$ cat src/asrb_pkg.sv
package asrb_pkg;

	// ********************************
	// register map
	// ********************************
	localparam int ASRB_DW = 16;
	localparam logic [7:0] ADDR_ID = 8'h00;
	localparam logic [7:0] ADDR_STATUS = 8'h01;
	localparam logic [7:0] ADDR_FLAGS = 8'h02;
	localparam logic [7:0] ADDR_MASK = 8'h03;
	localparam logic [7:0] ADDR_BATTERY = 8'h6D;
	localparam logic [7:0] ADDR_TEMP = 8'h6E;
	localparam int NUM_RW = 16;
	// index 0 is system_control
	localparam logic [7:0] RW_OFFSET [NUM_RW] = '{
		8'h04, 8'h05, 8'h06, 8'h08, 8'h09, 8'h0A, 8'h0B, 8'h0C,
		8'h0D, 8'h0F, 8'h10, 8'h11, 8'h21, 8'h60, 8'h61, 8'h62};
	localparam logic [15:0] RW_RESET [NUM_RW] = '{
		16'h6007, 16'h0000, 16'h0000, 16'h0000, 16'h0000, 16'h0000,
		16'h0000, 16'h0000, 16'h0000, 16'h0000, 16'h0000, 16'h0000,
		16'h0000, 16'h0000, 16'h0000, 16'h0000};
	localparam logic [15:0] SOFT_RESET_KEY = 16'h55AA;
	localparam logic [15:0] MASK_RESET = 16'hFFFF;
	localparam logic [15:0] FLAGS_RESET = 16'h4000;
	localparam logic [15:0] STATUS_USED = 16'h7FFF;
	localparam int BIT_WATCHDOG = 6;
	localparam int CTRL_SRC_BIT = 8;

	// ********************************
	// serial control bus
	// ********************************
	localparam logic [4:0] DEV_ADDR_HIGH = 5'h0D;
	localparam logic [3:0] BITS_PER_BYTE = 4'h8;

	typedef enum logic [3:0] {
		ST_IDLE = 4'b0000,
		ST_DEV = 4'b0001,
		ST_DEV_ACK = 4'b0010,
		ST_REG = 4'b0011,
		ST_REG_ACK = 4'b0100,
		ST_WR = 4'b0101,
		ST_WR_ACK = 4'b0110,
		ST_RD = 4'b0111,
		ST_RD_ACK = 4'b1000,
		ST_WAIT = 4'b1001
	} asrb_state_type;

	typedef struct packed {
		logic supply_below_low;
		logic supply_above_high;
		logic adaptive_boost_state;
		logic processor_ack_state;
		logic boost_overcurrent_state;
		logic boost_overvoltage_state;
		logic boost_startup_done;
		logic output_switching_state;
		logic output_clipping_state;
		logic watchdog_fired_state;
		logic ref_clock_missing_state;
		logic clocks_stable_state;
		logic amp_overcurrent_state;
		logic clipping_early_state;
		logic overtemperature_state;
		logic loop_locked_state;
	} asrb_cond_type;

endpackage

$ cat src/asrb_top.sv
`timescale 1ns/10ps

module asrb_top #(
	parameter logic [15:0] PART_IDENTIFIER = 16'hA5C3 // arbitrary value
) (
	// clock and reset
	input wire logic MCLK_I,
	input wire logic RST_I,
	// serial control bus
	input wire logic SCL_I,
	input wire logic SDA_I,
	output logic SDA_O,
	output logic SDA_OE_O,
	input wire logic [1:0] ADDR_SEL_I,
	// analog conditions and monitors
	input wire asrb_pkg::asrb_cond_type COND_I,
	input wire logic [15:0] BATTERY_LEVEL_I,
	input wire logic [15:0] DIE_TEMP_I,
	// outputs to the rest of the device
	output logic EVENT_OUTPUT_PIN_N_O,
	output logic RESTART_O,
	output logic [15:0] SYSTEM_CONTROL_O
);
	import asrb_pkg::*;

	// ********************************
	// input synchronisers
	// ********************************
	logic scl_m, scl_s, scl_d;
	logic sda_m, sda_s, sda_d;
	logic [1:0] sel_m, sel_s;
	asrb_cond_type cond_m, cond_s;
	// monitor words change slowly; a torn sample only lasts a cycle
	logic [15:0] bat_m, bat_s, tmp_m, tmp_s;

	always_ff @(posedge MCLK_I or posedge RST_I) begin
		if (RST_I) begin
			scl_m <= 1'b1;
			scl_s <= 1'b1;
			scl_d <= 1'b1;
			sda_m <= 1'b1;
			sda_s <= 1'b1;
			sda_d <= 1'b1;
			sel_m <= 2'h0;
			sel_s <= 2'h0;
			cond_m <= '0;
			cond_s <= '0;
			bat_m <= 16'h0000;
			bat_s <= 16'h0000;
			tmp_m <= 16'h0000;
			tmp_s <= 16'h0000;
		end else begin
			scl_m <= SCL_I;
			scl_s <= scl_m;
			scl_d <= scl_s;
			sda_m <= SDA_I;
			sda_s <= sda_m;
			sda_d <= sda_s;
			sel_m <= ADDR_SEL_I;
			sel_s <= sel_m;
			cond_m <= COND_I;
			cond_s <= cond_m;
			bat_m <= BATTERY_LEVEL_I;
			bat_s <= bat_m;
			tmp_m <= DIE_TEMP_I;
			tmp_s <= tmp_m;
		end
	end

	logic scl_rise, scl_fall, start_det, stop_det;
	assign scl_rise = scl_s & ~scl_d;
	assign scl_fall = ~scl_s & scl_d;
	assign start_det = scl_s & scl_d & sda_d & ~sda_s;
	assign stop_det = scl_s & scl_d & ~sda_d & sda_s;

	// ********************************
	// status and event flags
	// ********************************
	logic uv, next_uv;
	logic [15:0] status, status_q, flags, next_flags;
	logic [15:0] mask;
	logic [15:0] ctrl;
	logic event_n, next_event_n, restart, next_restart;
	logic do_read_clear;

	always_comb begin
		next_uv = uv;
		if (cond_s.supply_below_low) begin
			next_uv = 1'b1;
		end else if (cond_s.supply_above_high) begin
			next_uv = 1'b0;
		end
	end

	always_comb begin
		status = {
			1'b0,
			uv,
			cond_s.adaptive_boost_state,
			cond_s.processor_ack_state,
			cond_s.boost_overcurrent_state,
			cond_s.boost_overvoltage_state,
			cond_s.boost_startup_done,
			cond_s.output_switching_state,
			cond_s.output_clipping_state,
			cond_s.watchdog_fired_state,
			cond_s.ref_clock_missing_state,
			cond_s.clocks_stable_state,
			cond_s.amp_overcurrent_state,
			cond_s.clipping_early_state,
			cond_s.overtemperature_state,
			cond_s.loop_locked_state
		};
	end

	always_comb begin
		next_flags = flags;
		if (do_read_clear) begin
			next_flags = 16'h0000;
		end
		// a change in the clearing cycle still lands
		next_flags = next_flags | ((status ^ status_q) & STATUS_USED);
		next_event_n = 1'b1;
		if (ctrl[CTRL_SRC_BIT]) begin
			next_event_n = ~|(status & ~mask);
		end else begin
			next_event_n = ~|(flags & ~mask);
		end
		next_restart = status[BIT_WATCHDOG] & ~status_q[BIT_WATCHDOG];
	end

	always_ff @(posedge MCLK_I or posedge RST_I) begin
		if (RST_I) begin
			uv <= 1'b0;
			status_q <= 16'h0000;
			flags <= FLAGS_RESET;
			event_n <= 1'b1;
			restart <= 1'b0;
		end else begin
			uv <= next_uv;
			status_q <= status;
			flags <= next_flags;
			event_n <= next_event_n;
			restart <= next_restart;
		end
	end

	assign EVENT_OUTPUT_PIN_N_O = event_n;
	assign RESTART_O = restart;

	// ********************************
	// serial control bus slave
	// ********************************
	asrb_state_type state, next_state;
	logic [3:0] bitcnt, next_bitcnt;
	logic [7:0] shift, next_shift;
	logic [7:0] reg_addr, next_reg_addr;
	logic [7:0] wr_hi, next_wr_hi;
	logic [7:0] rd_lo, next_rd_lo;
	logic hi_phase, next_hi_phase;
	logic sda_oe, next_sda_oe, sda_level;
	logic do_write;
	logic [7:0] rd_addr;
	logic [15:0] rd_word;
	logic [15:0] rw_q [NUM_RW];

	// next word address is read ahead while the master acknowledges
	assign rd_addr = (state == ST_RD_ACK) ? 8'(reg_addr + 8'h01) : reg_addr;

	always_comb begin
		rd_word = 16'h0000;
		case (rd_addr)
			ADDR_ID: rd_word = PART_IDENTIFIER;
			ADDR_STATUS: rd_word = status;
			ADDR_FLAGS: rd_word = flags;
			ADDR_MASK: rd_word = mask;
			ADDR_BATTERY: rd_word = bat_s;
			ADDR_TEMP: rd_word = tmp_s;
			default: begin
				for (int i = 0; i < NUM_RW; i++) begin
					if (rd_addr == RW_OFFSET[i]) begin
						rd_word = rw_q[i];
					end
				end
			end
		endcase
	end

	always_comb begin
		next_state = state;
		next_bitcnt = bitcnt;
		next_shift = shift;
		next_reg_addr = reg_addr;
		next_wr_hi = wr_hi;
		next_rd_lo = rd_lo;
		next_hi_phase = hi_phase;
		next_sda_oe = sda_oe;
		do_write = 1'b0;
		do_read_clear = 1'b0;
		if (start_det) begin
			next_state = ST_DEV;
			next_bitcnt = 4'h0;
			next_sda_oe = 1'b0;
		end else if (stop_det) begin
			next_state = ST_IDLE;
			next_sda_oe = 1'b0;
		end else begin
			case (state)
				ST_DEV, ST_REG, ST_WR: begin
					if (scl_rise) begin
						next_shift = {shift[6:0], sda_s};
						next_bitcnt = 4'(bitcnt + 4'h1);
					end else if (scl_fall && bitcnt == BITS_PER_BYTE) begin
						next_bitcnt = 4'h0;
						next_sda_oe = 1'b1;
						if (state == ST_DEV) begin
							next_state = ST_DEV_ACK;
							if (shift[7:1] != {DEV_ADDR_HIGH, sel_s}) begin
								next_state = ST_IDLE;
								next_sda_oe = 1'b0;
							end
						end else if (state == ST_REG) begin
							next_state = ST_REG_ACK;
							next_reg_addr = shift;
							next_hi_phase = 1'b1;
						end else begin
							next_state = ST_WR_ACK;
							if (hi_phase) begin
								next_wr_hi = shift;
								next_hi_phase = 1'b0;
							end else begin
								do_write = 1'b1;
								next_hi_phase = 1'b1;
								next_reg_addr = 8'(reg_addr + 8'h01);
							end
						end
					end
				end
				ST_DEV_ACK: begin
					if (scl_fall) begin
						if (shift[0]) begin
							next_state = ST_RD;
							next_shift = rd_word[15:8];
							next_rd_lo = rd_word[7:0];
							next_sda_oe = ~rd_word[15];
							next_bitcnt = 4'h1;
							next_hi_phase = 1'b0;
							do_read_clear = (rd_addr == ADDR_FLAGS);
						end else begin
							next_state = ST_REG;
							next_sda_oe = 1'b0;
						end
					end
				end
				ST_REG_ACK, ST_WR_ACK: begin
					if (scl_fall) begin
						next_state = ST_WR;
						next_sda_oe = 1'b0;
					end
				end
				ST_RD: begin
					if (scl_fall) begin
						if (bitcnt == BITS_PER_BYTE) begin
							next_state = ST_RD_ACK;
							next_sda_oe = 1'b0;
							next_bitcnt = 4'h0;
						end else begin
							next_shift = {shift[6:0], 1'b0};
							next_sda_oe = ~shift[6];
							next_bitcnt = 4'(bitcnt + 4'h1);
						end
					end
				end
				ST_RD_ACK: begin
					if (scl_rise && sda_s) begin
						next_state = ST_WAIT;
					end else if (scl_fall) begin
						next_state = ST_RD;
						next_bitcnt = 4'h1;
						if (hi_phase) begin
							next_reg_addr = rd_addr;
							next_shift = rd_word[15:8];
							next_rd_lo = rd_word[7:0];
							next_sda_oe = ~rd_word[15];
							next_hi_phase = 1'b0;
							do_read_clear = (rd_addr == ADDR_FLAGS);
						end else begin
							next_shift = rd_lo;
							next_sda_oe = ~rd_lo[7];
							next_hi_phase = 1'b1;
						end
					end
				end
				ST_WAIT: next_sda_oe = 1'b0;
				default: begin
					next_state = ST_IDLE;
					next_sda_oe = 1'b0;
				end
			endcase
		end
	end

	always_ff @(posedge MCLK_I or posedge RST_I) begin
		if (RST_I) begin
			state <= ST_IDLE;
			bitcnt <= 4'h0;
			shift <= 8'h00;
			reg_addr <= 8'h00;
			wr_hi <= 8'h00;
			rd_lo <= 8'h00;
			hi_phase <= 1'b1;
			sda_oe <= 1'b0;
			sda_level <= 1'b0;
		end else begin
			state <= next_state;
			bitcnt <= next_bitcnt;
			shift <= next_shift;
			reg_addr <= next_reg_addr;
			wr_hi <= next_wr_hi;
			rd_lo <= next_rd_lo;
			hi_phase <= next_hi_phase;
			sda_oe <= next_sda_oe;
			sda_level <= 1'b0;
		end
	end

	assign SDA_O = sda_level;
	assign SDA_OE_O = sda_oe;

	// ********************************
	// configuration registers
	// ********************************
	logic [15:0] wr_data;
	logic soft_reset;
	logic [15:0] next_mask;

	assign wr_data = {wr_hi, shift};
	// identification stays read-only; only the key has an effect
	assign soft_reset = do_write && reg_addr == ADDR_ID
		&& wr_data == SOFT_RESET_KEY;

	always_comb begin
		next_mask = mask;
		if (soft_reset) begin
			next_mask = MASK_RESET;
		end else if (do_write && reg_addr == ADDR_MASK) begin
			next_mask = wr_data;
		end
	end

	always_ff @(posedge MCLK_I or posedge RST_I) begin
		if (RST_I) begin
			mask <= MASK_RESET;
		end else begin
			mask <= next_mask;
		end
	end

	for (genvar g = 0; g < NUM_RW; g++) begin : g_rw
		logic [15:0] next_rw;
		always_comb begin
			next_rw = rw_q[g];
			if (soft_reset) begin
				next_rw = RW_RESET[g];
			end else if (do_write && reg_addr == RW_OFFSET[g]) begin
				next_rw = wr_data;
			end
		end
		always_ff @(posedge MCLK_I or posedge RST_I) begin
			if (RST_I) begin
				rw_q[g] <= RW_RESET[g];
			end else begin
				rw_q[g] <= next_rw;
			end
		end
	end

	assign ctrl = rw_q[0];
	assign SYSTEM_CONTROL_O = rw_q[0];

endmodule

$ cat config.mk
export PLATFORM = sky130hd
export DESIGN_NAME = asrb_top
export DESIGN_NICKNAME = d
export VERILOG_FILES = /design/src/asrb_pkg.sv /design/src/asrb_top.sv
export SDC_FILE = /design/constraint.sdc
export NUM_CORES = 1
export LEC_CHECK = 0
export ABC_AREA = 1
export BUFFER_PORTS_ARGS = -buffer_cell sky130_fd_sc_hd__buf_2
export CAP_MARGIN = 20
export CORE_ASPECT_RATIO = 1.5
export CORE_MARGIN = 1
export CORE_UTILIZATION = 40
export CTS_CLUSTER_SIZE = 8
export DETAILED_ROUTE_END_ITERATION = 8
export PLACE_DENSITY_LB_ADDON = 0.15
export SKIP_LAST_GASP = 1
export SLEW_MARGIN = 20
export SYNTH_ARGS = -nofsm -noshare
export SYNTH_HDL_FRONTEND = slang
export SYNTH_SLANG_ARGS = --single-unit
$ cat constraint.sdc
create_clock -name MCLK_I -period 16.2 [get_ports MCLK_I]
set_clock_uncertainty 0.2 [all_clocks]
set_input_delay 2.43 -clock MCLK_I [delete_from_list [all_inputs] [get_ports MCLK_I]]
set_output_delay 2.43 -clock MCLK_I [all_outputs]
set_load 0.005 [all_outputs]
* Yosys cells after proc, flatten, opt, wreduce, memory -nomap -nowiden *
Cells that the tools add are included.

storage, ports and cells
  register bits = 454

operators by class
  equal/unequal tests = 79
  reduce and logical (&&, ||, !) cells = 61
  add/subtract/negate cells = 2
  multiplexer cells = 146
  bitwise gates (word level) = 26

operators with widths
  kind                    number
  $mux W16                51
  $mux W8                 22
  $eq A8 B4 Y1 const B    14
  $pmux W16 S6            1
  $mux W4                 21
  $eq A8 B7 Y1 const B    8
  $eq A8 B3 Y1 const B    6
  $mux W1                 40
  $reduce_bool A2 Y1      20
  $ne A4 B4 Y1 const B    9
  $eq A8 B5 Y1 const B    4
  $pmux W8 S2             2
  $pmux W8 S4             1
  $reduce_and A8 Y1       4
  $reduce_or A16 Y1       2
  $reduce_and A10 Y1      3
  $eq A8 B2 Y1 const B    3
  $ne A2 B2 Y1 const B    12
  $pmux W4 S6             1
  $logic_and A1 B1 Y1     21
  $ne A3 B3 Y1 const B    7
  $and A15 B16 Y16        1
  $and A16 B16 Y16        1
  $eq A16 B15 Y1 const B  1
  other kinds (30)        59

* Longest topological paths before layout *
Gate-level depths: netlist (run 1).

  depth in word-level cells = 27
  depth in mapped cells = 26

* Worst setup path before layout (run 1) *
No wires, ideal clock.

  kind = register to output
  from = register rw_q, in the netlist SYSTEM_CONTROL_O[0]
  to = output SYSTEM_CONTROL_O[0]
  data required time = 13.570 ns
  slack = 12.959 ns
  stages on the path, launching flop included = 2
  arrival = 0.611 ns
  cells stage by stage = dfstp_2 buf_4

RTL lines
  element                          line             text
  start, declared                  asrb_top.sv:165  logic [15:0] rw_q [NUM_RW];
  start signal, assigned by index  asrb_top.sv:371  rw_q[g] <= RW_RESET[g];
  start signal, assigned by index  asrb_top.sv:373  rw_q[g] <= next_rw;
  end, declared                    asrb_top.sv:22   output logic [15:0] SYSTEM_CONTROL_O

No word-level cell between the ends.

* Worst setup path after layout (run 1) *
  from = register scl_d
  to = register rw_q[7] (netlist name)

between the ends
  cells in the longest elaborated chain, start to end = 10
  elaborated cells between the ends (all ways) = 19
  classes of those cells = mux: 6; bitwise: 8; reduce/logical: 5

RTL lines
  element                                         line             text
  start, declared                                 asrb_top.sv:29   logic scl_m, scl_s, scl_d;
  start signal, assigned                          asrb_top.sv:55   scl_d <= scl_s;
  $and A1 B1 Y1                                   asrb_top.sv:72   assign scl_fall = ~scl_s & scl_d;
  $logic_and A1 B1 Y1                             asrb_top.sv:213  end else if (scl_fall && bitcnt == BITS_PER_BYTE) begin
  $mux W1                                         asrb_top.sv:213
  $mux W1                                         asrb_top.sv:210  if (scl_rise) begin
  $mux W1                                         asrb_top.sv:208  case (state)
  $mux W1                                         asrb_top.sv:204  end else if (stop_det) begin
  $mux W1 (*)                                     asrb_top.sv:200  if (start_det) begin
  $logic_and A1 B1 Y1                             asrb_top.sv:339  assign soft_reset = do_write && reg_addr == ADDR_ID
  $logic_and A1 B1 Y1                             asrb_top.sv:340  && wr_data == SOFT_RESET_KEY;
  $mux W16 or $reduce_bool A2 Y1 (tied branches)  --

Mark *: on every way between the ends. The rest lies on a longest branch, timed or not.
A chain may end at the register's enable or synchronous reset.

==> results.ini, run 1 <==
[status]
outcome = finished, final reports clean

[detailed_routing]
wl_per_cell_microns = 19.8
drtIter0Drc = 1135
vias = 15700
ant_nets = 0
avgViaCountPerCell = 5.36
routed_wl_mm = 57.9
drc = 0
first_pass_iters = 5

[final_layout]
fill_cells = 4705
diodes = 0
layout.nets = 2296
area_delta_synth_final_pct = 14.0
drive_above_1_share_pct = 12.7
utilization_pct = 46.2

[die]
initial_utilization_pct = 40.5
coreArea_sq_um = 48700
die_w_microns = 183
fp.dieH_microns = 274
die_area_sq_um = 50200
rows = 99
io_pins = 74

[worst_setup_path]
crit_family = simple AND/OR/NAND/NOR gates
critPathLaunch = scl_d
cpPeakStageDelay_ns = 0.69
crit_path_end_kind = flip-flop
cp.required_ns = 16.42
critical_path.cell_chain = inv_1, nor2_2, inv_1, nor2_1, inv_1, nor3_2, inv_2, nor2_1, inv_2, nor2_1, clkinv_2, buf_4, nand2_1, o21ai_0
cp.arrival_ns = 5.24
r2r_end = rw_q[7]
cpMaxStageDelayCell = nand2_1
crit_buf_inv = 7
reg2reg_slack_ns = 11.18
reg2regPathDepth = 14
crit_type = flip-flop to flip-flop
startpoint_type = flip-flop
timing.rr.start = scl_d
crit_fanout = 67
path_depth = 14
endpoint = rw_q[7]

[clocking]
cts_buffers = 66
cts-htree-levels = 3
root_buffer = clkbuf_16
cts_resized = 0
clock-sinks = 453
tritoncts = yes
ctsHoldBuffers = 0
clockBufferDepth = 3
clk_pin_slew_ns = 0.05
cts_setup_buffers = 0
clk_latency_ns = 0.58

[sta]
tightest_slew_ns = 1.15
clock.fmax_mhz = 199
setup_violations = 0
min_period_over_period_pct = 31.0
finalHoldViolations = 0
fin_tns_setup_ns = 0
rsz0062_at_grt = false
fin_crit_ns = 5.02
slew_viol_final = 0
max_slew_margin_pct = 22.9

[global_routing]
track_usage_pct = 24.0
grt_pass1_vias = 15500
grt_overflow = 0
grt_pass1_wl_mm = 91.3
antenna_found_initial = 0
grt_max_degree = 108

[placement]
io_buffers = 72
place.gp.congestion = 0.962
dp_hpwl_mm = 40.1

[power]
power_leakage_uw = 0.00999
cellPowerDensity_nw_per_um2 = 143
peakVddDrop_v = 0.000108

[yosys]
avgSynthCellArea_sq_um = 9.01
synth.distinct_cells = 52
synth.yosys.warnings = 0
synth-seq-area-share_pct = 57.7
dominantRegCellSynth = dfrtp_1
syn_nets = 2249
ys_top_cells_by_area = dfrtp_1 54%, nand2_1 7.7%, o21ai_0 6.0%
synth-edff-count = 0
netlist_area_sq_um = 19700
ys_ff_latch = 453
synth_async_sr_flop_share_pct = 100
yosys.area.top_type = dfrtp_1
syn_inst = 2188
netlist.area_leader.share_pct = 53.7

[worst_hold_path]
hold_path_startpoint = tmp_m[10]
hp-class = flip-flop to flip-flop

[job]
cap_violations = 0

[layer usage]
layer  up-vias  GRT usage (%)  share of wire, %
met1      7666           28.0                38
met2       496           42.6                52
met4         0           12.6               5.1
met5         -              0                 0
li1       7388              -                 -
met3       149           3.19               4.4
[cell usage in the layout, fill, tap and decap left out, types with 27 or more instances in the layout]
master     netlist  layout
buf_2           11      72
dfrtp_1        423     423
o22ai_1         82      82
nor2_1         169     168
nand4_1         57      57
nand3_1        166     164
nand2_1        407     406
inv_1          191     190
a21oi_1         75      75
clkbuf_16        0      68
inv_2           28      27
o21ai_0        238     238
clkbuf_1        82      32
o21ai_1         32      32
dfstp_2         30      30
[through the flow]
step           total power [uW]  instances  hold WS, ns  worst slack (ns)  cell area, sq um
2_1_floorplan              1710       2188        0.131             0.993             19700
3_3_place_gp               1960       2823        0.132             10.98             20500
3_5_place_dp               1970       2823        0.135             10.93             20600
4_1_cts                    3250       2929        0.137             11.24             22500
5_1_grt                    3370       2929        0.144             10.73             22500
6_report                   3220       2929        0.134             11.18             22500
[cell usage after synthesis (7+ instances only)]
cell type    n
dfrtp_1    423
inv_1      191
a21oi_1     75
nor2_4      11
xnor2_1     14
a31oi_1      7
nand2_1    407
dfstp_2     30
clkbuf_1    82
buf_4       21
nor2_1     169
buf_2       11
ha_1         7
nand4_1     57
o22ai_1     82
nand2_2     10
nor3_1      26
nor4_1      10
o21ai_0    238
o21ai_1     32
inv_2       28
nand3_1    166
o211ai_1    11
nor2_2       9
[how the worst min path moves through the flow]
stage | end | slack, ns | cells past startpoint
after floorplan | bat_s[0] | 0.13 | 0
after global placement | cond_s[3] | 0.13 | 0
after detailed placement | bat_s[0] | 0.13 | 0
after CTS | tmp_s[10] | 0.14 | 0
after global routing | tmp_s[10] | 0.14 | 0
final | tmp_s[10] | 0.13 | 0
[where the power goes]
part           switching (uW)  internal [uW]  leakage (uW)  total [uW]
clock network             490            775      0.000913        1270
logic                     544            173       0.00324         717
registers                57.3           1180       0.00584        1240
total                    1090           2130       0.00999        3220
[logic make-up after synthesis]
family                   Yosys count  share of synthesized area, %
adder cells (fa/ha/maj)            7                         0.444
AND/OR/NAND/NOR                  889                          20.4
buffers and inverters            343                          7.15
other                              1                        0.0190
AO/OA/AOI/OAI                    478                          13.5
flip-flops                       453                          57.7
XOR/XNOR                          17                         0.850
[registers in the layout, indices dropped and copies added (netlist names), 15 cells and up]
name              cells
rw_q                240
SYSTEM_CONTROL_O     16
bat_m                16
bat_s                16
cond_m               16
cond_s               16
mask                 16
tmp_m                16
tmp_s                16
flags                15
status_q             15
[final cells by class]
type,count,area [sq um],share of cell area [%]
inverter,224,850,3.78
timing repair buffer,98,556,2.47
multi-input combinational,1392,6970,31.0
sequential,453,11400,50.6
clock buffer,101,1840,8.17
clock inverter,5,66.3,0.295
tap,656,821,3.65
[worst reg2reg max path, delay by kind of cell (launching register included)]
family	cells	cell delay, ns
buffers and inverters	7	1.70
flip-flops	1	0.53
AO/OA/AOI/OAI	1	0.21
AND/OR/NAND/NOR	6	2.22
(Power assumes the default switching activity.)
==> inputs of run 2 (changes only) <==
clock period = 4.54 ns   (was 16.2 ns; I/O delays follow)
==> results.ini, run 2 (synthesis gave the netlist of run 1 again) <==
[final_layout]
area_delta_synth_final_pct = 17.8
layout_commonest_cell = dfrtp_1
diodes = 0  ; unchanged
multiInputGateArea_sq_um = 6950  ; -0.34%
fill_cells = 4600  ; -2.2%
top_register = rw_q
regArea_sq_um = 11400  ; unchanged
layout_common_cells = 423 x dfrtp_1, 407 x nand2_1, 238 x o21ai_0
drive_above_1_share_pct = 13.2  ; +0.52 points
layout.nets = 2373  ; +3.4%
largest_register_ffs = 240  ; unchanged

[clocking]
root_buffer = clkbuf_16
clockBufferDepth = 3  ; unchanged
cts-htree-levels = 3  ; unchanged
tritoncts = yes
clock-sinks = 453  ; unchanged
cts_buffers = 66  ; unchanged
clk_pin_slew_ns = 0.05  ; about the same
clk_latency_ns = 0.58  ; about the same

[worst_setup_path]
reg2regPathDepth = 21  ; +7
timing.rr.start = state[0]
crit_buf_inv = 5  ; -2
crit_family = simple AND/OR/NAND/NOR gates
cp.required_ns = 4.79  ; -11.63 ns
reg2reg_slack_ns = 0.34  ; -10.84 ns
crit_top_cell = nand2_1
crit_path_end_kind = flip-flop
r2r_end = SDA_OE_O
critical_path.cell_chain = inv_2, nand2_1, nor2_4, buf_4, nand3_1, nand2_1, nand3_2, nor2_4, inv_2, nor2_4, inv_2, nor2_1, inv_2, nand2_1, a221oi_1, nand3_1, nand2_1, nand3_1, nand2_1, nand2_1, nand2_1
startpoint_type = flip-flop
cp.arrival_ns = 4.45  ; -0.79 ns
crit_fanout = 20  ; -70%
crit_type = flip-flop to flip-flop
cpMaxStageDelayCell = nor2_1
cpPeakStageDelay_ns = 0.46  ; -0.23 ns

[sta]
rsz0062_at_grt = false
setup_violations = 0  ; unchanged
max_slew_margin_pct = 30.8  ; +7.9 points
tightest_slew_ns = 1.01  ; -0.140 ns
fin_tns_setup_ns = 0  ; unchanged
finalHoldViolations = 0  ; unchanged
fin_crit_ns = 4.20  ; -0.821 ns
slew_viol_final = 0  ; unchanged
clock.fmax_mhz = 238  ; +20%
hold_slack_ns = 0.0242  ; -0.110 ns
min_period_over_period_pct = 92.5  ; +62 points

[placement]
dp_hpwl_mm = 42.2  ; +5.2%
io_buffers = 72  ; unchanged
place.gp.congestion = 0.900  ; -6.4%

[global_routing]
grt_pass1_vias = 16200  ; +4.5%
grt_max_degree = 128  ; +19%
grt_overflow = 0  ; unchanged
antenna_found_initial = 1  ; +1
grt_pass1_wl_mm = 94.0  ; +3.1%
track_usage_pct = 24.9  ; +0.91 points

[power]
p_int_uw = 7630  ; +260%
p_switching_uw = 3960  ; +260%
combPwrFrac_pct = 22.8  ; +0.6 points
p_seq_share_pct = 38.2  ; -0.3 points
peakVddDrop_v = 0.000407  ; +280%
cellPowerDensity_nw_per_um2 = 499  ; +250%
power_frac_clock_pct = 39.0  ; -0.2 points
power_leakage_uw = 0.0103  ; +3.5%
switching_share_pct = 34.1  ; +0.28 points

[die]
io_pins = 74  ; unchanged
die_area_sq_um = 50200  ; unchanged
fp.dieH_microns = 274  ; unchanged
die_w_microns = 183  ; unchanged
coreArea_sq_um = 48700  ; unchanged
rows = 99  ; unchanged
initial_utilization_pct = 40.5  ; unchanged

[detailed_routing]
first_pass_iters = 5  ; unchanged
routed_wl_mm = 60.3  ; +4.1%
ant_nets = 0  ; unchanged
avgViaCountPerCell = 5.29  ; -1.3%
drc = 0  ; unchanged
vias = 15900  ; +1.3%
wl_per_cell_microns = 20.1  ; +1.4%
drtIter0Drc = 1121  ; -1.2%

[status]
outcome = finished, final reports clean

[worst_hold_path]
hp-class = input pin to async pin

[job]
cap_violations = 0  ; unchanged

==> run 2: how the worst max path moves through the flow <==
stage	start	end	cells past startpoint
finish	state[0]	SDA_OE_O	21
global route	reg_addr[0]	SDA_OE_O	20
CTS	state[0]	SDA_OE_O	21
detailed placement	state[0]	SDA_OE_O	21
global placement	state[0]	SDA_OE_O	21
floorplan	RST_I	RESTART_O	1
==> run 2: through the flow <==
stage | util (%) | cell area (sq um) | total power (uW) | std cells | setup slack [ns]
6_report | 47.7 | 23200 | 11600 | 3006 | 0.340
5_1_grt | 47.7 | 23200 | 12100 | 3006 | 0.0822
4_1_cts | 47.7 | 23200 | 11700 | 3006 | 0.351
3_5_place_dp | 42.7 | 20800 | 7100 | 2849 | 0.368
3_3_place_gp | 42.7 | 20800 | 7080 | 2849 | 0.445
2_1_floorplan | - | 19700 | 6120 | 2188 | -2.44
==> run 2: cell type report <==
| cell class | instances | share of cell area (%) |
|---|---|---|
| tap | 656 | 3.54 |
| multi-input combinational | 1392 | 29.9 |
| inverter | 224 | 3.64 |
| timing repair buffer | 175 | 5.70 |
| clock inverter | 7 | 0.523 |
| sequential | 453 | 49.0 |
| clock buffer | 99 | 7.69 |
==> run 2: repair_timing <==
item                      CTS  global route
hold buffers               51             0
gates resized for setup     0             0
hold endpoints to repair   51             0
buffers inserted            0             0
==> run 2: routing by layer <==
layer  up-vias  GRT usage, %  part of all wire [%]
met5         -             0                     0
met3       193          3.51                   3.8
met1      7698          27.2                    38
li1       7557             -                     -
met4         0          15.6                   6.3
met2       457          45.1                    52
==> run 2: power groups by stage <==
stage	sequential [uW]	clock, uW	combinational, uW
floorplan	4400	0	1710
global placement	4490	0	2590
detailed placement	4500	0	2600
CTS	4430	4620	2640
global route	4440	4800	2870
finish	4430	4520	2640
